### src/inc/pfc_pkg.sv
/* command codes, boot bounds and pin timing for the flash host.
   Assumes a 25 MHz controller clock. */
package pfc_pkg;
    localparam int ADDR_W = 18;
    localparam int DATA_W = 8;
    localparam logic [17:0] UNLOCK_ADDR_1 = 18'h0_5555;
    localparam logic [17:0] UNLOCK_ADDR_2 = 18'h0_2AAA;
    localparam logic [7:0] UNLOCK_DATA_1 = 8'hAA;
    localparam logic [7:0] UNLOCK_DATA_2 = 8'h55;
    localparam logic [7:0] CMD_SETUP = 8'h80;
    localparam logic [7:0] CMD_CHIP_ERASE = 8'h10;
    localparam logic [7:0] CMD_LOCKOUT = 8'h40;
    localparam logic [7:0] CMD_PROGRAM = 8'hA0;
    localparam logic [7:0] CMD_ID_ENTRY = 8'h90;
    localparam logic [7:0] CMD_ID_EXIT = 8'hF0;
    localparam logic [17:0] BOOT_FIRST = 18'h0_0000;
    localparam logic [17:0] BOOT_LAST = 18'h0_1FFF;
    localparam logic [17:0] LOCK_STATUS_ADDR = 18'h0_0002;
    localparam int POLL_BIT = 7;
    localparam int TOGGLE_BIT = 6;
    localparam int LOCK_STATUS_BIT = 0;
    // operation codes on the user command port
    localparam logic [2:0] OP_READ = 3'h0;
    localparam logic [2:0] OP_PROGRAM = 3'h1;
    localparam logic [2:0] OP_ERASE = 3'h2;
    localparam logic [2:0] OP_LOCKOUT = 3'h3;
    localparam logic [2:0] OP_ID_ENTRY = 3'h4;
    localparam logic [2:0] OP_ID_EXIT = 3'h5;
    localparam logic [2:0] OP_ID_EXIT_SHORT = 3'h6;
    localparam logic [2:0] OP_LOCK_QUERY = 3'h7;
    // pin and operation timing
    localparam int CLK_PERIOD_NS = 40;
    localparam int STROBE_LOW_NS = 100;
    localparam int STROBE_LOW_CYC =
        (STROBE_LOW_NS + CLK_PERIOD_NS - 1) / CLK_PERIOD_NS;
    localparam int READ_ACCESS_NS = 120;
    localparam int READ_ACCESS_CYC =
        (READ_ACCESS_NS + CLK_PERIOD_NS - 1) / CLK_PERIOD_NS;
    localparam int RECOVER_NS = 40;
    localparam int RECOVER_CYC =
        (RECOVER_NS + CLK_PERIOD_NS - 1) / CLK_PERIOD_NS;
    localparam int BYTE_PROGRAM_US = 50;
    localparam int ERASE_S = 10;
    localparam int POLL_LIMIT_CYC = 1000;
endpackage : pfc_pkg

### src/logic/pfc_host.sv
/*
 * host controller: unlock command sequences, toggle and poll waits.
 * Assumes flash pins are synchronous to clk_in.
 */
`timescale 1ns/1ns
module pfc_host #(
    parameter int POLL_LIMIT = pfc_pkg::POLL_LIMIT_CYC
) (
    input wire logic clk_in, // controller clock
    input wire logic reset_in, // async reset, high
    input wire logic req_in, // operation request, taken when ready
    input wire logic [2:0] op_in, // operation code
    input wire logic [17:0] addr_in, // target address
    input wire logic [7:0] wdata_in, // program data
    output logic ready_out, // idle and accepting
    output logic done_out, // one-cycle completion pulse
    output logic [7:0] rdata_out, // read or status data
    output logic error_out, // refused or timed out, with done
    output logic [17:0] address_lines_out, // flash address
    output logic chip_select_n_out, // flash chip select
    output logic output_drive_n_out, // flash output drive
    output logic write_strobe_n_out, // flash write strobe
    output logic [7:0] data_lines_out, // data to flash
    output logic data_lines_oe_out, // high while driving data
    input wire logic [7:0] data_lines_in // data from flash
);
    typedef enum logic [4:0] {
        PFC_IDLE = 5'b00001,
        PFC_SEQ = 5'b00010,
        PFC_POLL = 5'b00100,
        PFC_READ = 5'b01000,
        PFC_FINISH = 5'b10000
    } pfc_state_t;

    pfc_state_t state;
    logic [2:0] op;
    logic [17:0] addr;
    logic [7:0] wdata;
    logic [2:0] step;
    logic started;
    logic have_prev;
    logic [7:0] prev;
    logic [31:0] polls;
    logic bad;
    logic cyc_done;
    logic [7:0] cyc_rdata;

    // sequence table: step index gives cycle address and data
    logic [17:0] seq_addr;
    logic [7:0] seq_data;
    logic [2:0] seq_len;
    wire logic is_six = (op == pfc_pkg::OP_ERASE) ||
        (op == pfc_pkg::OP_LOCKOUT);
    wire logic [7:0] last_cmd =
        (op == pfc_pkg::OP_ERASE) ? pfc_pkg::CMD_CHIP_ERASE :
        (op == pfc_pkg::OP_LOCKOUT) ? pfc_pkg::CMD_LOCKOUT :
        (op == pfc_pkg::OP_PROGRAM) ? pfc_pkg::CMD_PROGRAM :
        (op == pfc_pkg::OP_ID_ENTRY) ? pfc_pkg::CMD_ID_ENTRY :
        pfc_pkg::CMD_ID_EXIT;
    always_comb begin
        seq_len = is_six ? 3'd6 :
            (op == pfc_pkg::OP_PROGRAM) ? 3'd4 :
            (op == pfc_pkg::OP_ID_EXIT_SHORT) ? 3'd1 : 3'd3;
        seq_addr = pfc_pkg::UNLOCK_ADDR_1;
        seq_data = pfc_pkg::UNLOCK_DATA_1;
        case (step)
            3'd1, 3'd4: begin
                seq_addr = pfc_pkg::UNLOCK_ADDR_2;
                seq_data = pfc_pkg::UNLOCK_DATA_2;
            end
            3'd2: seq_data = is_six ? pfc_pkg::CMD_SETUP : last_cmd;
            3'd5: seq_data = last_cmd;
            default: ;
        endcase
        if (step == 3'd3 && op == pfc_pkg::OP_PROGRAM) begin
            seq_addr = addr;
            seq_data = wdata;
        end
        if (op == pfc_pkg::OP_ID_EXIT_SHORT) begin
            seq_addr = addr; // any address works for single exit
            seq_data = pfc_pkg::CMD_ID_EXIT;
        end
    end

    // boot block programs are refused up front once locked, since the
    // flash would silently ignore them and polling would mislead
    wire logic in_boot = (addr_in >= pfc_pkg::BOOT_FIRST) &&
        (addr_in <= pfc_pkg::BOOT_LAST);
    logic locked_seen;
    wire logic refuse = (op_in == pfc_pkg::OP_PROGRAM) && in_boot &&
        locked_seen;
    wire logic is_poll_op = (op == pfc_pkg::OP_PROGRAM) ||
        (op == pfc_pkg::OP_ERASE) || (op == pfc_pkg::OP_LOCKOUT);
    wire logic is_read_op = (op == pfc_pkg::OP_READ) ||
        (op == pfc_pkg::OP_LOCK_QUERY);
    wire logic in_seq = (state == PFC_SEQ);
    wire logic [17:0] cyc_addr = in_seq ? seq_addr :
        (op == pfc_pkg::OP_LOCK_QUERY) ? pfc_pkg::LOCK_STATUS_ADDR : addr;
    wire logic cyc_start = (state != PFC_IDLE) &&
        (state != PFC_FINISH) && !started;
    // toggle bit frozen across two reads means the flash is done
    wire logic toggle_still = have_prev &&
        (prev[pfc_pkg::TOGGLE_BIT] == cyc_rdata[pfc_pkg::TOGGLE_BIT]);
    // program also checks polled bit matches written data
    wire logic poll_true = (op != pfc_pkg::OP_PROGRAM) ||
        (cyc_rdata[pfc_pkg::POLL_BIT] == wdata[pfc_pkg::POLL_BIT]);
    wire logic poll_end = toggle_still && poll_true;
    wire logic poll_timeout = (polls >= 32'(POLL_LIMIT));
    wire logic seq_last = (step == seq_len - 3'd1);

    pfc_bus_cycle u_cycle (
        .clk_in(clk_in),
        .reset_in(reset_in),
        .start_in(cyc_start),
        .write_in(in_seq),
        .addr_in(cyc_addr),
        .wdata_in(seq_data),
        .done_out(cyc_done),
        .rdata_out(cyc_rdata),
        .address_lines_out(address_lines_out),
        .chip_select_n_out(chip_select_n_out),
        .output_drive_n_out(output_drive_n_out),
        .write_strobe_n_out(write_strobe_n_out),
        .data_lines_out(data_lines_out),
        .data_lines_oe_out(data_lines_oe_out),
        .data_lines_in(data_lines_in)
    );

    always_ff @(posedge clk_in or posedge reset_in) begin
        if (reset_in) begin
            state <= PFC_IDLE;
            op <= pfc_pkg::OP_READ;
            addr <= 18'h0_0000;
            wdata <= 8'h00;
            step <= 3'd0;
            started <= 1'b0;
            have_prev <= 1'b0;
            prev <= 8'h00;
            polls <= 32'h0000_0000;
            bad <= 1'b0;
            locked_seen <= 1'b0;
            ready_out <= 1'b0;
            done_out <= 1'b0;
            rdata_out <= 8'h00;
            error_out <= 1'b0;
        end else begin
            done_out <= 1'b0;
            started <= (started || cyc_start) && !cyc_done;
            case (state)
                PFC_IDLE: begin
                    ready_out <= 1'b1;
                    if (req_in && ready_out) begin
                        ready_out <= 1'b0;
                        op <= op_in;
                        addr <= addr_in;
                        wdata <= wdata_in;
                        step <= 3'd0;
                        have_prev <= 1'b0;
                        polls <= 32'h0000_0000;
                        bad <= refuse;
                        if (refuse) begin
                            state <= PFC_FINISH;
                        end else if (op_in == pfc_pkg::OP_READ ||
                                     op_in == pfc_pkg::OP_LOCK_QUERY) begin
                            state <= PFC_READ;
                        end else begin
                            state <= PFC_SEQ;
                        end
                    end
                end
                PFC_SEQ: begin
                    if (cyc_done) begin
                        step <= step + 3'd1;
                        if (seq_last) begin
                            state <= is_poll_op ? PFC_POLL : PFC_FINISH;
                            if (op == pfc_pkg::OP_LOCKOUT) begin
                                locked_seen <= 1'b1;
                            end
                        end
                    end
                end
                PFC_POLL: begin
                    // flash times program and erase itself; we only watch
                    if (cyc_done) begin
                        prev <= cyc_rdata;
                        have_prev <= 1'b1;
                        polls <= polls + 32'h0000_0001;
                        if (poll_end) begin
                            state <= PFC_FINISH;
                        end else if (poll_timeout) begin
                            bad <= 1'b1;
                            state <= PFC_FINISH;
                        end
                    end
                end
                PFC_READ: begin
                    if (cyc_done) begin
                        rdata_out <= cyc_rdata;
                        if (op == pfc_pkg::OP_LOCK_QUERY &&
                            cyc_rdata[pfc_pkg::LOCK_STATUS_BIT]) begin
                            locked_seen <= 1'b1;
                        end
                        state <= PFC_FINISH;
                    end
                end
                PFC_FINISH: begin
                    if (is_poll_op && !bad) begin
                        rdata_out <= prev;
                    end
                    error_out <= bad;
                    done_out <= 1'b1;
                    state <= PFC_IDLE;
                end
                default: state <= PFC_IDLE;
            endcase
            if (is_read_op && state == PFC_IDLE) begin
                error_out <= 1'b0;
            end
        end
    end
endmodule : pfc_host

### src/logic/pfc_bus_cycle.sv
/*
 * One flash bus cycle: a write (strobe pulse) or a read (output drive
 * pulse, data sampled at its end). Assumes flash pins sync to clk_in.
 */
`timescale 1ns/1ns
module pfc_bus_cycle (
    input wire logic clk_in, // controller clock
    input wire logic reset_in, // async reset, high
    input wire logic start_in, // begin one cycle
    input wire logic write_in, // 1 write, 0 read
    input wire logic [17:0] addr_in, // cycle address
    input wire logic [7:0] wdata_in, // write data
    output logic done_out, // one-cycle pulse at end
    output logic [7:0] rdata_out, // sampled read data
    output logic [17:0] address_lines_out, // flash address
    output logic chip_select_n_out, // flash chip select
    output logic output_drive_n_out, // flash output drive
    output logic write_strobe_n_out, // flash write strobe
    output logic [7:0] data_lines_out, // data driven to flash
    output logic data_lines_oe_out, // high while driving
    input wire logic [7:0] data_lines_in // data from flash
);
    typedef enum logic [3:0] {
        PFB_IDLE = 4'b0001,
        PFB_WRITE = 4'b0010,
        PFB_READ = 4'b0100,
        PFB_GAP = 4'b1000
    } pfb_state_t;

    pfb_state_t state;
    logic [7:0] count;
    wire logic count_zero = (count == 8'h00);

    always_ff @(posedge clk_in or posedge reset_in) begin
        if (reset_in) begin
            state <= PFB_IDLE;
            count <= 8'h00;
            done_out <= 1'b0;
            rdata_out <= 8'h00;
            address_lines_out <= 18'h0_0000;
            chip_select_n_out <= 1'b1;
            output_drive_n_out <= 1'b1;
            write_strobe_n_out <= 1'b1;
            data_lines_out <= 8'h00;
            data_lines_oe_out <= 1'b0;
        end else begin
            done_out <= 1'b0;
            count <= count - 8'h01;
            case (state)
                PFB_IDLE: begin
                    if (start_in) begin
                        address_lines_out <= addr_in;
                        chip_select_n_out <= 1'b0;
                        if (write_in) begin
                            // output drive stays high: low would inhibit
                            data_lines_out <= wdata_in;
                            data_lines_oe_out <= 1'b1;
                            write_strobe_n_out <= 1'b0;
                            // pulse well over the glitch filter width
                            count <= 8'(pfc_pkg::STROBE_LOW_CYC);
                            state <= PFB_WRITE;
                        end else begin
                            output_drive_n_out <= 1'b0;
                            count <= 8'(pfc_pkg::READ_ACCESS_CYC);
                            state <= PFB_READ;
                        end
                    end
                end
                PFB_WRITE: begin
                    if (count_zero) begin
                        // data held through the rising strobe edge
                        write_strobe_n_out <= 1'b1;
                        chip_select_n_out <= 1'b1;
                        count <= 8'(pfc_pkg::RECOVER_CYC);
                        state <= PFB_GAP;
                    end
                end
                PFB_READ: begin
                    if (count_zero) begin
                        rdata_out <= data_lines_in;
                        output_drive_n_out <= 1'b1;
                        chip_select_n_out <= 1'b1;
                        count <= 8'(pfc_pkg::RECOVER_CYC);
                        state <= PFB_GAP;
                    end
                end
                PFB_GAP: begin
                    data_lines_oe_out <= 1'b0;
                    if (count_zero) begin
                        done_out <= 1'b1;
                        state <= PFB_IDLE;
                    end
                end
                default: state <= PFB_IDLE;
            endcase
        end
    end
endmodule : pfc_bus_cycle

### config.mk
export PLATFORM = sky130hd
export DESIGN_NAME = pfc_host
export DESIGN_NICKNAME = d
export VERILOG_FILES = /design/src/inc/pfc_pkg.sv /design/src/logic/pfc_host.sv /design/src/logic/pfc_bus_cycle.sv
export SDC_FILE = /design/constraint.sdc
export NUM_CORES = 1
export LEC_CHECK = 0
export BUFFER_PORTS_ARGS = -buffer_cell sky130_fd_sc_hd__buf_2
export CORE_ASPECT_RATIO = 0.6
export CORE_UTILIZATION = 35
export CTS_BUF_LIST = sky130_fd_sc_hd__clkbuf_4 sky130_fd_sc_hd__clkbuf_8
export DETAILED_ROUTE_END_ITERATION = 10
export GPL_TIMING_DRIVEN = 1
export PLACE_DENSITY = 0.51
export SYNTH_ARGS = -nofsm -noshare
export SYNTH_HDL_FRONTEND = slang
export SYNTH_SLANG_ARGS = --single-unit
export TNS_END_PERCENT = 30
### constraint.sdc
create_clock -name clk_in -period 4.6 [get_ports clk_in]
set_input_delay 0.92 -clock clk_in [delete_from_list [all_inputs] [get_ports clk_in]]
set_output_delay 0.92 -clock clk_in [all_outputs]
set_load 0.02 [all_outputs]
==> out/qor.yml, run 1 <==
route:
  drcViolationCount: 0
  drtIter0Drc: 421
  via_count: 5932
  drt-pass1-iter-count: 5
  ant_nets: 0
  avgViaCountPerCell: 5.34
  totalWireLength_mm: 18.7
  wl_per_cell_um: 16.8
final_layout:
  fill_cells: 1919
  layout_common_cells: "170 x nand2_1, 138 x dfrtp_1, 80 x buf_2"
  fin_nets: 884
  drive_above_1_share_pct: 17.5
  diodes: 0
  finalInstanceArea_sq_um: 8100
  areaGrowthSynthToFinish_pct: 16.5
  mostFrequentLayoutCell: "nand2_1"
  post-route-util_pct: 42.1
power_and_ir_drop:
  ir_drop_uv: 216
  cellPowerDensity_nw_per_um2: 439
  switching_share_pct: 31.0
  p_seq_share_pct: 44.2
  p_clk_share_pct: 36.2
  switching_power_w: 0.00110
  combPwrFrac_pct: 19.5
  p_int_w: 0.00245
  p_leak_nw: 3.87
  total_power_w: 0.00356
clock_network:
  clock-sinks: 143
  cts_setup_buffers: 0
  clock_path_buffers: 2
  clk_pin_slew_ns: 0.08
  hold_buffers: 0
  htreeDepth: 4
  insertion_delay_ns: 0.45
  ctsResizeCount: 0
  cts_buffers: 17
  cts_tree: "built"
  root_buffer: "clkbuf_8"
hold_path:
  hp-class: "reg -> reg"
  hold_depth: 2
floorplan:
  die-height_um: 111
  io_pins: 81
  die_area_sq_um: 20400
  core_area_sq_um: 19200
  initial_core_util_pct: 36.1
  rows: 39
  die_w_um: 184
synth:
  yosys-top-cells-area: "dfrtp_1 50%, nand2_1 9.2%, o21ai_0 4.8%, nor2_1 3.2%, a21oi_1 2.5%"
  synth_area_sq_um: 6950
  synth_fa_ha_area_share_pct: 1.80
  synth_seq_cells: 143
  synth.area.mux_share_pct: 3.21
  synth_xor_area_share_pct: 1.76
  yosys.area_share.simple_pct: 23.9
  avgSynthCellArea_sq_um: 9.06
  synthCells: 767
  ys_types: 63
  synth_top_family_by_area: "simple AND/OR/NAND/NOR gates"
  yosys_warnings: 0
  synth_compound_area_share_pct: 14.6
  async_flop_share_pct: 100
  synth-edff-count: 0
  yosysSeqAreaShare_pct: 51.6
  synth-main-ff-cell: "dfrtp_1"
  yosysTopAreaCell: "dfrtp_1"
  yosys.area.top_type_share_pct: 49.7
  syn_nets: 817
setup_path:
  critPathArrivalTime_ns: 2.98
  critical_path_depth: 5
  cp-start-kind: "flip-flop"
  required_ns: 4.90
  crit_path_max_incr_delay_ns: 0.70
  crit_slowest_cell: "o31a_1"
  worst_setup_path_end_kind: "flip-flop"
  rr_worst_depth: 5
  crit_path_cell_trace: "nor3_1, nand3b_1, o31a_1, nand2_1, o21ai_0"
  worst-path-buf-inv: 0
  crit_type: "reg -> reg"
  crit_path_max_fanout: 16
  critPathTopFamily: "simple AND/OR/NAND/NOR gates"
sta:
  finalHoldViolations: 0
  max_slew_margin_pct: 20.8
  fin_crit_sh_pct: 58.2
  finalSetupTns_ns: 0
  tightest_slew_ns: 1.19
  rsz0062_at_grt: "false"
  whs_ns: 0.473
  setup_viol: 0
  drv_slew: 0
  layout_min_cycle_time_ns: 2.68
  skew_ns: 0.0129
  fmax_mhz: 374
grt:
  grt_usage_pct: 19.3
  grt_pass1_wl_mm: 30.5
  grt_pass1_vias: 5532
  grt_max_degree: 144
  grt-ovfl-total: 0
  antenna_found_initial: 0
run:
  drv_cap: 0
place:
  dp_hpwl_mm: 12.7
  postPlaceCellArea_sq_um: 7600
  routabilityCongestion: 0.817
  port_buffers: 80
run_status:
  outcome: "finished clean"
## per-layer routing
| layer | vias to the layer above | share of wire, % | track usage [%] |
|---|---|---|---|
| li1 | 2827 | - | - |
| met1 | 2911 | 52 | 30.3 |
| met2 | 183 | 41 | 25.9 |
| met3 | 11 | 6.3 | 4.34 |
| met4 | 0 | 0.83 | 5.56 |
| met5 | - | 0 | 0 |
## area by class of cell
| class | count | area (sq um) | area share, % |
|---|---|---|---|
| Sequential cell | 143 | 3580 | 44.3 |
| Multi-Input combinational cell | 568 | 3150 | 38.8 |
| Tap cell | 266 | 333 | 4.11 |
| Inverter | 17 | 67.6 | 0.834 |
| Clock buffer | 17 | 234 | 2.89 |
| Timing Repair Buffer | 87 | 465 | 5.75 |
| Clock inverter | 13 | 268 | 3.31 |
## registers in the layout (all words and copies together), names as in the netlist, 5 cells and up
register and cells:
u_cycle.count 8, wdata 8, polls 32, addr 18, state 5, u_cycle.rdata_out 8, u_cycle.address_lines_out 18, u_cycle.data_lines_out 8
rdata_out 8, prev 8
## final timing paths
path,startpoint,slack [ns],to
worst min register to register,addr[1]$_DFFE_PP0P_,0.47,addr[1]$_DFFE_PP0P_
worst min-delay path,addr[1]$_DFFE_PP0P_,0.47,addr[1]$_DFFE_PP0P_
worst max-delay path,state[2]$_DFFE_PP0P_,1.92,rdata_out[1]$_DFFE_PP0P_
max in group asynchronous,reset_in,3.30,u_cycle.address_lines_out[13]$_DFFE_PP0P_
min in group asynchronous,reset_in,0.68,u_cycle.rdata_out[4]$_DFFE_PP0P_
worst max register to register,state[2]$_DFFE_PP0P_,1.92,rdata_out[1]$_DFFE_PP0P_
## stage by stage
stage,setup slack [ns],cells
floorplan,1.89,767
global placement,2.03,1081
detailed placement,1.95,1081
CTS,1.95,1111
global route,1.71,1111
finish,1.92,1111
## cell families (layout without fill, tap and decap cells)
kind of cell / after synthesis / in the layout
flip-flops: 143 / 143
AO/OA/AOI/OAI: 167 / 167
XOR/XNOR: 14 / 14
AND/OR/NAND/NOR: 356 / 356
adder cells (fa/ha/maj): 10 / 10
multiplexers: 21 / 21
buffers and inverters: 56 / 134
## power by group through the flow
stage	logic, W	clock network (W)	registers, W
2_1_floorplan	0.000510	0	0.00154
3_3_place_gp	0.000674	0	0.00159
3_5_place_dp	0.000694	0	0.00160
4_1_cts	0.000697	0.00132	0.00158
5_1_grt	0.000779	0.00137	0.00160
6_report	0.000695	0.00129	0.00157
## synthesized netlist by cell type, types with 7 or more instances
cell type / instances
inv_1: 17
o211ai_1: 7
buf_2: 7
nand3_1: 34
nand2_1: 170
nor3_1: 16
ha_1: 10
nor4_1: 9
mux2_2: 10
clkbuf_1: 30
a21oi_1: 35
a31oi_1: 10
nor2_1: 59
xnor2_1: 8
o31ai_1: 13
mux2i_1: 11
and3_1: 7
nand4_1: 16
o21ai_0: 67
dfrtp_1: 138
## worst register-to-register path, stage by stage, from the launching register on
cell and delay (ns):
dfrtp_1 0.51, nor3_1 0.44, nand3b_1 0.66, o31a_1 0.70
nand2_1 0.14, o21ai_0 0.09
(Power assumes the default switching activity.)
==> inputs of run 2 (changes only) <==
Settings changed: PLACE_DENSITY 0.51 to 0.49.
Clock period 4.6 ns to 2.8 ns, I/O delays scaled along.
==> run 2 against run 1 <==
Compared with the run above:
- register-to-register slack got worse by 1.5 ns
- hold slack got worse by 0.25 ns
- critical path depth unchanged
- global-route usage about the same
- worst setup slack got worse by 1.5 ns
- combinational power increased by 67%
- fmax increased by 13%
- clock skew decreased by 0.00054 ns
- final cell count increased by 1.4%
- first-iteration DRC count increased by 1.9%
- via count decreased by 1.3%
- sequential power increased by 64%
- critical endpoint is now u_cycle.address_lines_out[10]$_DFFE_PP0P_
- largest power group unchanged
==> out/qor.yml, run 2 (synthesis gave the netlist of run 1 again) <==
clock_network:
  clock-sinks: 143  # unchanged
  htreeDepth: 4  # unchanged
  cts_tree: "built"
  hold_buffers: 0  # unchanged
  cts_setup_buffers: 0  # unchanged
  clk_pin_slew_ns: 0.08  # about the same
  insertion_delay_ns: 0.46  # about the same
  clock_path_buffers: 2  # unchanged
  ctsResizeCount: 0  # unchanged
  root_buffer: "clkbuf_8"
  cts_buffers: 17  # unchanged
sta:
  rsz0062_at_grt: "false"
  drv_slew: 0  # unchanged
  skew_ns: 0.0124  # -0.000541 ns
  max_slew_margin_pct: 50.4  # +30 points
  tightest_slew_ns: 0.739  # -0.447 ns
  finalSetupTns_ns: 0  # unchanged
  finalHoldViolations: 0  # unchanged
  layout_min_cycle_time_ns: 2.36  # -0.314 ns
  fin_crit_sh_pct: 84.4  # +26 points
  whs_ns: 0.227  # -0.246 ns
  setup_viol: 0  # unchanged
  fmax_mhz: 423  # +13%
final_layout:
  diodes: 0  # unchanged
  drive_above_1_share_pct: 18.9  # +1.4 points
  fin_cells: 1127  # +1.4%
  finalInstanceArea_sq_um: 8150  # +0.63%
  fin_nets: 898  # +1.6%
  areaGrowthSynthToFinish_pct: 17.3
  largest_reg_flops: 32  # unchanged
  mostFrequentLayoutCell: "nand2_1"
  reg_top3: "polls: 32 flops, addr: 18 flops, u_cycle.address_lines_out: 18 flops"
  regMostFlops: "polls"
  post-route-util_pct: 42.4  # +0.27 points
  layout_common_cells: "170 x nand2_1, 138 x dfrtp_1, 80 x buf_2"
route:
  drtIter0Drc: 429  # +1.9%
  ant_nets: 0  # unchanged
  via_count: 5853  # -1.3%
  drcViolationCount: 0  # unchanged
  avgViaCountPerCell: 5.19  # -2.7%
  totalWireLength_mm: 18.4  # -1.8%
  wl_per_cell_um: 16.3  # -3.2%
  drt-pass1-iter-count: 5  # unchanged
setup_path:
  timing.rr.start: "state[2]$_DFFE_PP0P_"
  required_ns: 3.18  # -1.72 ns
  crit_slowest_cell: "nor2_2"
  crit_path_max_fanout: 11  # -5
  worst_setup_path_end_kind: "flip-flop"
  crit_start: "state[2]$_DFFE_PP0P_"
  critPathArrivalTime_ns: 2.75  # -0.23 ns
  cp-start-kind: "flip-flop"
  crit_type: "reg -> reg"
  crit_path_max_incr_delay_ns: 0.52  # -0.18 ns
  rr_worst_depth: 5  # unchanged
  crit_path_cell_trace: "or3b_1, nand4bb_1, nor2_2, a21oi_1, a21oi_1"
  cpMostUsedCell: "a21oi_1"
  r2r-end: "u_cycle.address_lines_out[10]$_DFFE_PP0P_"
  endpoint: "u_cycle.address_lines_out[10]$_DFFE_PP0P_"
  r2r_slack_ns: 0.44  # -1.49 ns
power_and_ir_drop:
  switching_power_w: 0.00184  # +67%
  ir_drop_uv: 309  # +43%
  combPwrFrac_pct: 21.0  # +1.5 points
  p_int_w: 0.00366  # +49%
  switching_share_pct: 33.4  # +2.4 points
  cellPowerDensity_nw_per_um2: 675  # +54%
  p_clk_share_pct: 32.0  # -4.2 points
  p_seq_share_pct: 46.9  # +2.7 points
  p_leak_nw: 3.90  # +0.71%
run_status:
  outcome: "finished clean"
floorplan:
  die_w_um: 184  # unchanged
  rows: 39  # unchanged
  die_area_sq_um: 20400  # unchanged
  core_area_sq_um: 19200  # unchanged
  die-height_um: 111  # unchanged
  initial_core_util_pct: 36.1  # unchanged
  io_pins: 81  # unchanged
place:
  port_buffers: 80  # unchanged
  postPlaceCellArea_sq_um: 7720  # +1.7%
  dp.cells: 1095  # +1.3%
  routabilityCongestion: 0.852  # +4.3%
  dp_hpwl_mm: 12.7  # -0.31%
grt:
  grt_usage_pct: 19.3  # -0.033 points
  grt_pass1_vias: 5561  # +0.52%
  grt_max_degree: 46  # -68%
  grt_pass1_wl_mm: 30.5  # -0.11%
  antenna_found_initial: 0  # unchanged
  grt-ovfl-total: 0  # unchanged
hold_path:
  hp-class: "in -> async"
run:
  drv_cap: 0  # unchanged
## run 2: cell type report
type,instances,area (sq um)
fill,1957,11100
clock buffer,19,262
inverter,17,67.6
sequential,143,3580
tap,266,333
multi-input combinational,568,3140
timing repair buffer,101,596
clock inverter,13,164
## run 2: worst min-delay path by stage
stage	slack, ns	depth (start not counted)	endpoint	startpoint
2_1_floorplan	0.43	1	locked_seen$_DFFE_PP0P_	locked_seen$_DFFE_PP0P_
3_3_place_gp	0.45	2	u_cycle.address_lines_out[15]$_DFFE_PP0P_	u_cycle.address_lines_out[15]$_DFFE_PP0P_
3_5_place_dp	0.46	2	u_cycle.address_lines_out[15]$_DFFE_PP0P_	u_cycle.address_lines_out[15]$_DFFE_PP0P_
4_1_cts	0.22	2	u_cycle.count[2]$_DFF_PP0_	reset_in
5_1_grt	0.25	2	u_cycle.done_out$_DFF_PP0_	reset_in
6_report	0.23	2	u_cycle.data_lines_oe_out$_DFFE_PP0P_	reset_in
## run 2: critical path: cells and delay by family (launching register included)
kind,cells,cell delay (ns)
AND/OR/NAND/NOR,3,1.51
flip-flops,1,0.50
AO/OA/AOI/OAI,2,0.28
## run 2: power by group through the flow
stage,sequential [W],clock (W),combinational (W)
2_1_floorplan,0.00253,0,0.000838
3_5_place_dp,0.00262,0,0.00115
5_1_grt,0.00262,0.00192,0.00131
4_1_cts,0.00258,0.00183,0.00116
6_report,0.00258,0.00176,0.00116
3_3_place_gp,0.00261,0,0.00113
## run 2: routing by layer
metal,vias up,global-route usage (%),share of wire (%)
li1,2851,-,-
met1,2845,30.9,55
met2,139,24.6,39
met3,18,4.07,4.6
met4,0,6.94,1.2
met5,-,0,0
## run 2: stage by stage
| step | worst slack [ns] | power (W) |
|---|---|---|
| 3_3_place_gp | 0.554 | 0.00374 |
| 2_1_floorplan | 0.453 | 0.00337 |
| 5_1_grt | 0.251 | 0.00585 |
| 3_5_place_dp | 0.535 | 0.00377 |
| 6_report | 0.437 | 0.00550 |
| 4_1_cts | 0.507 | 0.00557 |
==> inputs of run 3 (changes only) <==
Clock period 2.8 ns to 2.22 ns, I/O delays scaled along.
==> run 3 against run 2 <==
Compared with the run above:
- clock-buffer cell count shrank 1
- non-clock buffer count grew 17
- total power increased by 29%
- hold slack got worse by 0.046 ns
- final area up 2.0%
- worst setup slack lost 0.32 ns
==> out/qor.yml, run 3 (synthesis gave the netlist of run 1 again) <==
place:
  dp_hpwl_mm: 13.2  # +3.6%
  routabilityCongestion: 0.836  # -1.8%
  port_buffers: 80  # unchanged
sta:
  drv_slew: 0  # unchanged
  skew_ns: 0.0149  # +0.00255 ns
  max_slew_margin_pct: 57.6  # +7.2 points
  tightest_slew_ns: 0.636  # -0.103 ns
  fmax_mhz: 475  # +12%
  layout_min_cycle_time_ns: 2.10  # -0.259 ns
  setup_viol: 0  # unchanged
  finalHoldViolations: 0  # unchanged
  fin_crit_sh_pct: 94.8  # +10 points
  finalSetupTns_ns: 0  # unchanged
  rsz0062_at_grt: "false"
route:
  totalWireLength_mm: 18.6  # +1.4%
  drcViolationCount: 0  # unchanged
  ant_nets: 0  # unchanged
  avgViaCountPerCell: 5.10  # -1.9%
  drtIter0Drc: 431  # +0.47%
  via_count: 5831  # -0.38%
  drt-pass1-iter-count: 5  # unchanged
  wl_per_cell_um: 16.3  # -0.11%
clock_network:
  cts_tree: "built"
  clk_pin_slew_ns: 0.08  # about the same
  cts_buffers: 17  # unchanged
  clock-sinks: 143  # unchanged
  htreeDepth: 4  # unchanged
  clock_path_buffers: 2  # unchanged
  root_buffer: "clkbuf_8"
  insertion_delay_ns: 0.45  # about the same
final_layout:
  fin_nets: 915  # +1.9%
  layout_common_cells: "170 x nand2_1, 138 x dfrtp_1, 80 x buf_2"
  fill_cells: 1939  # -0.92%
  diodes: 0  # unchanged
  post-route-util_pct: 43.2  # +0.85 points
  largest_reg_flops: 32  # unchanged
  areaGrowthSynthToFinish_pct: 19.6
  reg_top3: "polls: 32 flops, addr: 18 flops, u_cycle.address_lines_out: 18 flops"
  mostFrequentLayoutCell: "nand2_1"
  regMostFlops: "polls"
  drive_above_1_share_pct: 20.4  # +1.5 points
setup_path:
  worst_setup_path_end_kind: "flip-flop"
  crit_slowest_cell: "dfrtp_1"
  critPathArrivalTime_ns: 2.48  # -0.27 ns
  cpMostUsedCell: "nand2_1"
  required_ns: 2.60  # -0.58 ns
  crit_type: "reg -> reg"
  crit_path_max_fanout: 10  # -1
  crit_path_cell_trace: "or3_1, o2111a_1, nand2_1, nand2_1, a32o_1"
  cp-start-kind: "flip-flop"
  crit_path_max_incr_delay_ns: 0.46  # -0.06 ns
power_and_ir_drop:
  p_seq_share_pct: 45.4  # -1.5 points
  switching_share_pct: 32.6  # -0.83 points
  ir_drop_uv: 403  # +31%
  p_clk_share_pct: 32.3  # +0.3 points
  combPwrFrac_pct: 22.3  # +1.3 points
  cellPowerDensity_nw_per_um2: 853  # +26%
  switching_power_w: 0.00231  # +26%
  p_int_w: 0.00478  # +31%
  p_leak_nw: 4.00  # +2.5%
floorplan:
  io_pins: 81  # unchanged
  die_area_sq_um: 20400  # unchanged
  initial_core_util_pct: 36.1  # unchanged
  core_area_sq_um: 19200  # unchanged
  die-height_um: 111  # unchanged
  die_w_um: 184  # unchanged
  rows: 39  # unchanged
grt:
  antenna_found_initial: 0  # unchanged
  grt_pass1_vias: 5782  # +4.0%
  grt_usage_pct: 19.6  # +0.35 points
  grt-ovfl-total: 0  # unchanged
  grt_pass1_wl_mm: 31.1  # +1.8%
  grt_max_degree: 92  # +100%
run_status:
  outcome: "finished clean"
run:
  drv_cap: 0  # unchanged
hold_path:
  hp-class: "in -> reg"
==> run 3: power by group through the flow <==
| stage | registers (W) | logic (W) | clock network, W |
|---|---|---|---|
| after floorplan | 0.00319 | 0.00106 | 0 |
| after global placement | 0.00326 | 0.00156 | 0 |
| after detailed placement | 0.00327 | 0.00157 | 0 |
| after CTS | 0.00322 | 0.00158 | 0.00239 |
| after global routing | 0.00327 | 0.00181 | 0.00250 |
| final | 0.00322 | 0.00158 | 0.00229 |
==> run 3: through the flow <==
| stage | instance area (sq um) | worst slack (ns) | cells | hold slack, ns | power, W |
|---|---|---|---|---|---|
| 6_report | 8310 | 0.117 | 1144 | 0.181 | 0.00709 |
| 3_3_place_gp | 7860 | 0.248 | 1111 | 0.424 | 0.00482 |
| 4_1_cts | 8300 | 0.117 | 1144 | 0.135 | 0.00719 |
| 2_1_floorplan | 6950 | -0.0110 | 767 | 0.433 | 0.00425 |
| 3_5_place_dp | 7860 | 0.140 | 1111 | 0.430 | 0.00485 |
| 5_1_grt | 8310 | 0.000989 | 1144 | 0.150 | 0.00758 |
==> run 3: timing repair <==
action | 4_1_cts | 5_1_grt
hold endpoints to repair | 9 | 0
gates resized for setup | 0 | 2
setup endpoints to repair | 0 | 3
hold buffers | 1 | 0
buffers inserted | 0 | 0
==> run 3: final cells by class <==
cell class              instances  area [sq um]  area share [%]
multi-input cells             568          3150            37.9
clock buffers                  18           248            2.98
repair buffers                118           742            8.93
clock inverters                14           190            2.29
flip-flops and latches        143          3580            43.1
inverters                      17          67.6           0.813
well taps                     266           333            4.00
==> run 3: path summary, 6_finish.rpt <==
path | from | endpoint | slack (ns) | depth (start not counted)
max | state[1]$_DFFE_PP0P_ | u_cycle.write_strobe_n_out$_DFFE_PP1P_ | 0.12 | 5
min | addr_in[10] | addr[10]$_DFFE_PP0P_ | 0.18 | 3
max reg2reg | state[1]$_DFFE_PP0P_ | u_cycle.write_strobe_n_out$_DFFE_PP1P_ | 0.12 | 5
min reg2reg | u_cycle.address_lines_out[17]$_DFFE_PP0P_ | u_cycle.address_lines_out[17]$_DFFE_PP0P_ | 0.47 | 2
max in group asynchronous | reset_in | polls[0]$_DFFE_PP0P_ | 0.91 | 4
min in group asynchronous | reset_in | u_cycle.count[7]$_DFF_PP0_ | 0.51 | 3
==> run 3: routing by layer <==
metal | up-vias | track usage [%] | part of all wire (%)
met2 | 114 | 24.8 | 38
met5 | - | 0 | 0
met1 | 2823 | 32.2 | 57
met4 | 0 | 6.50 | 0.96
met3 | 11 | 3.61 | 4.0
li1 | 2883 | - | -
==> run 3: critical path: cells and delay by family, from the launching register on <==
family	cells	cell delay, ns
AND/OR/NAND/NOR	3	0.91
flip-flops	1	0.46
AO/OA/AOI/OAI	2	0.67
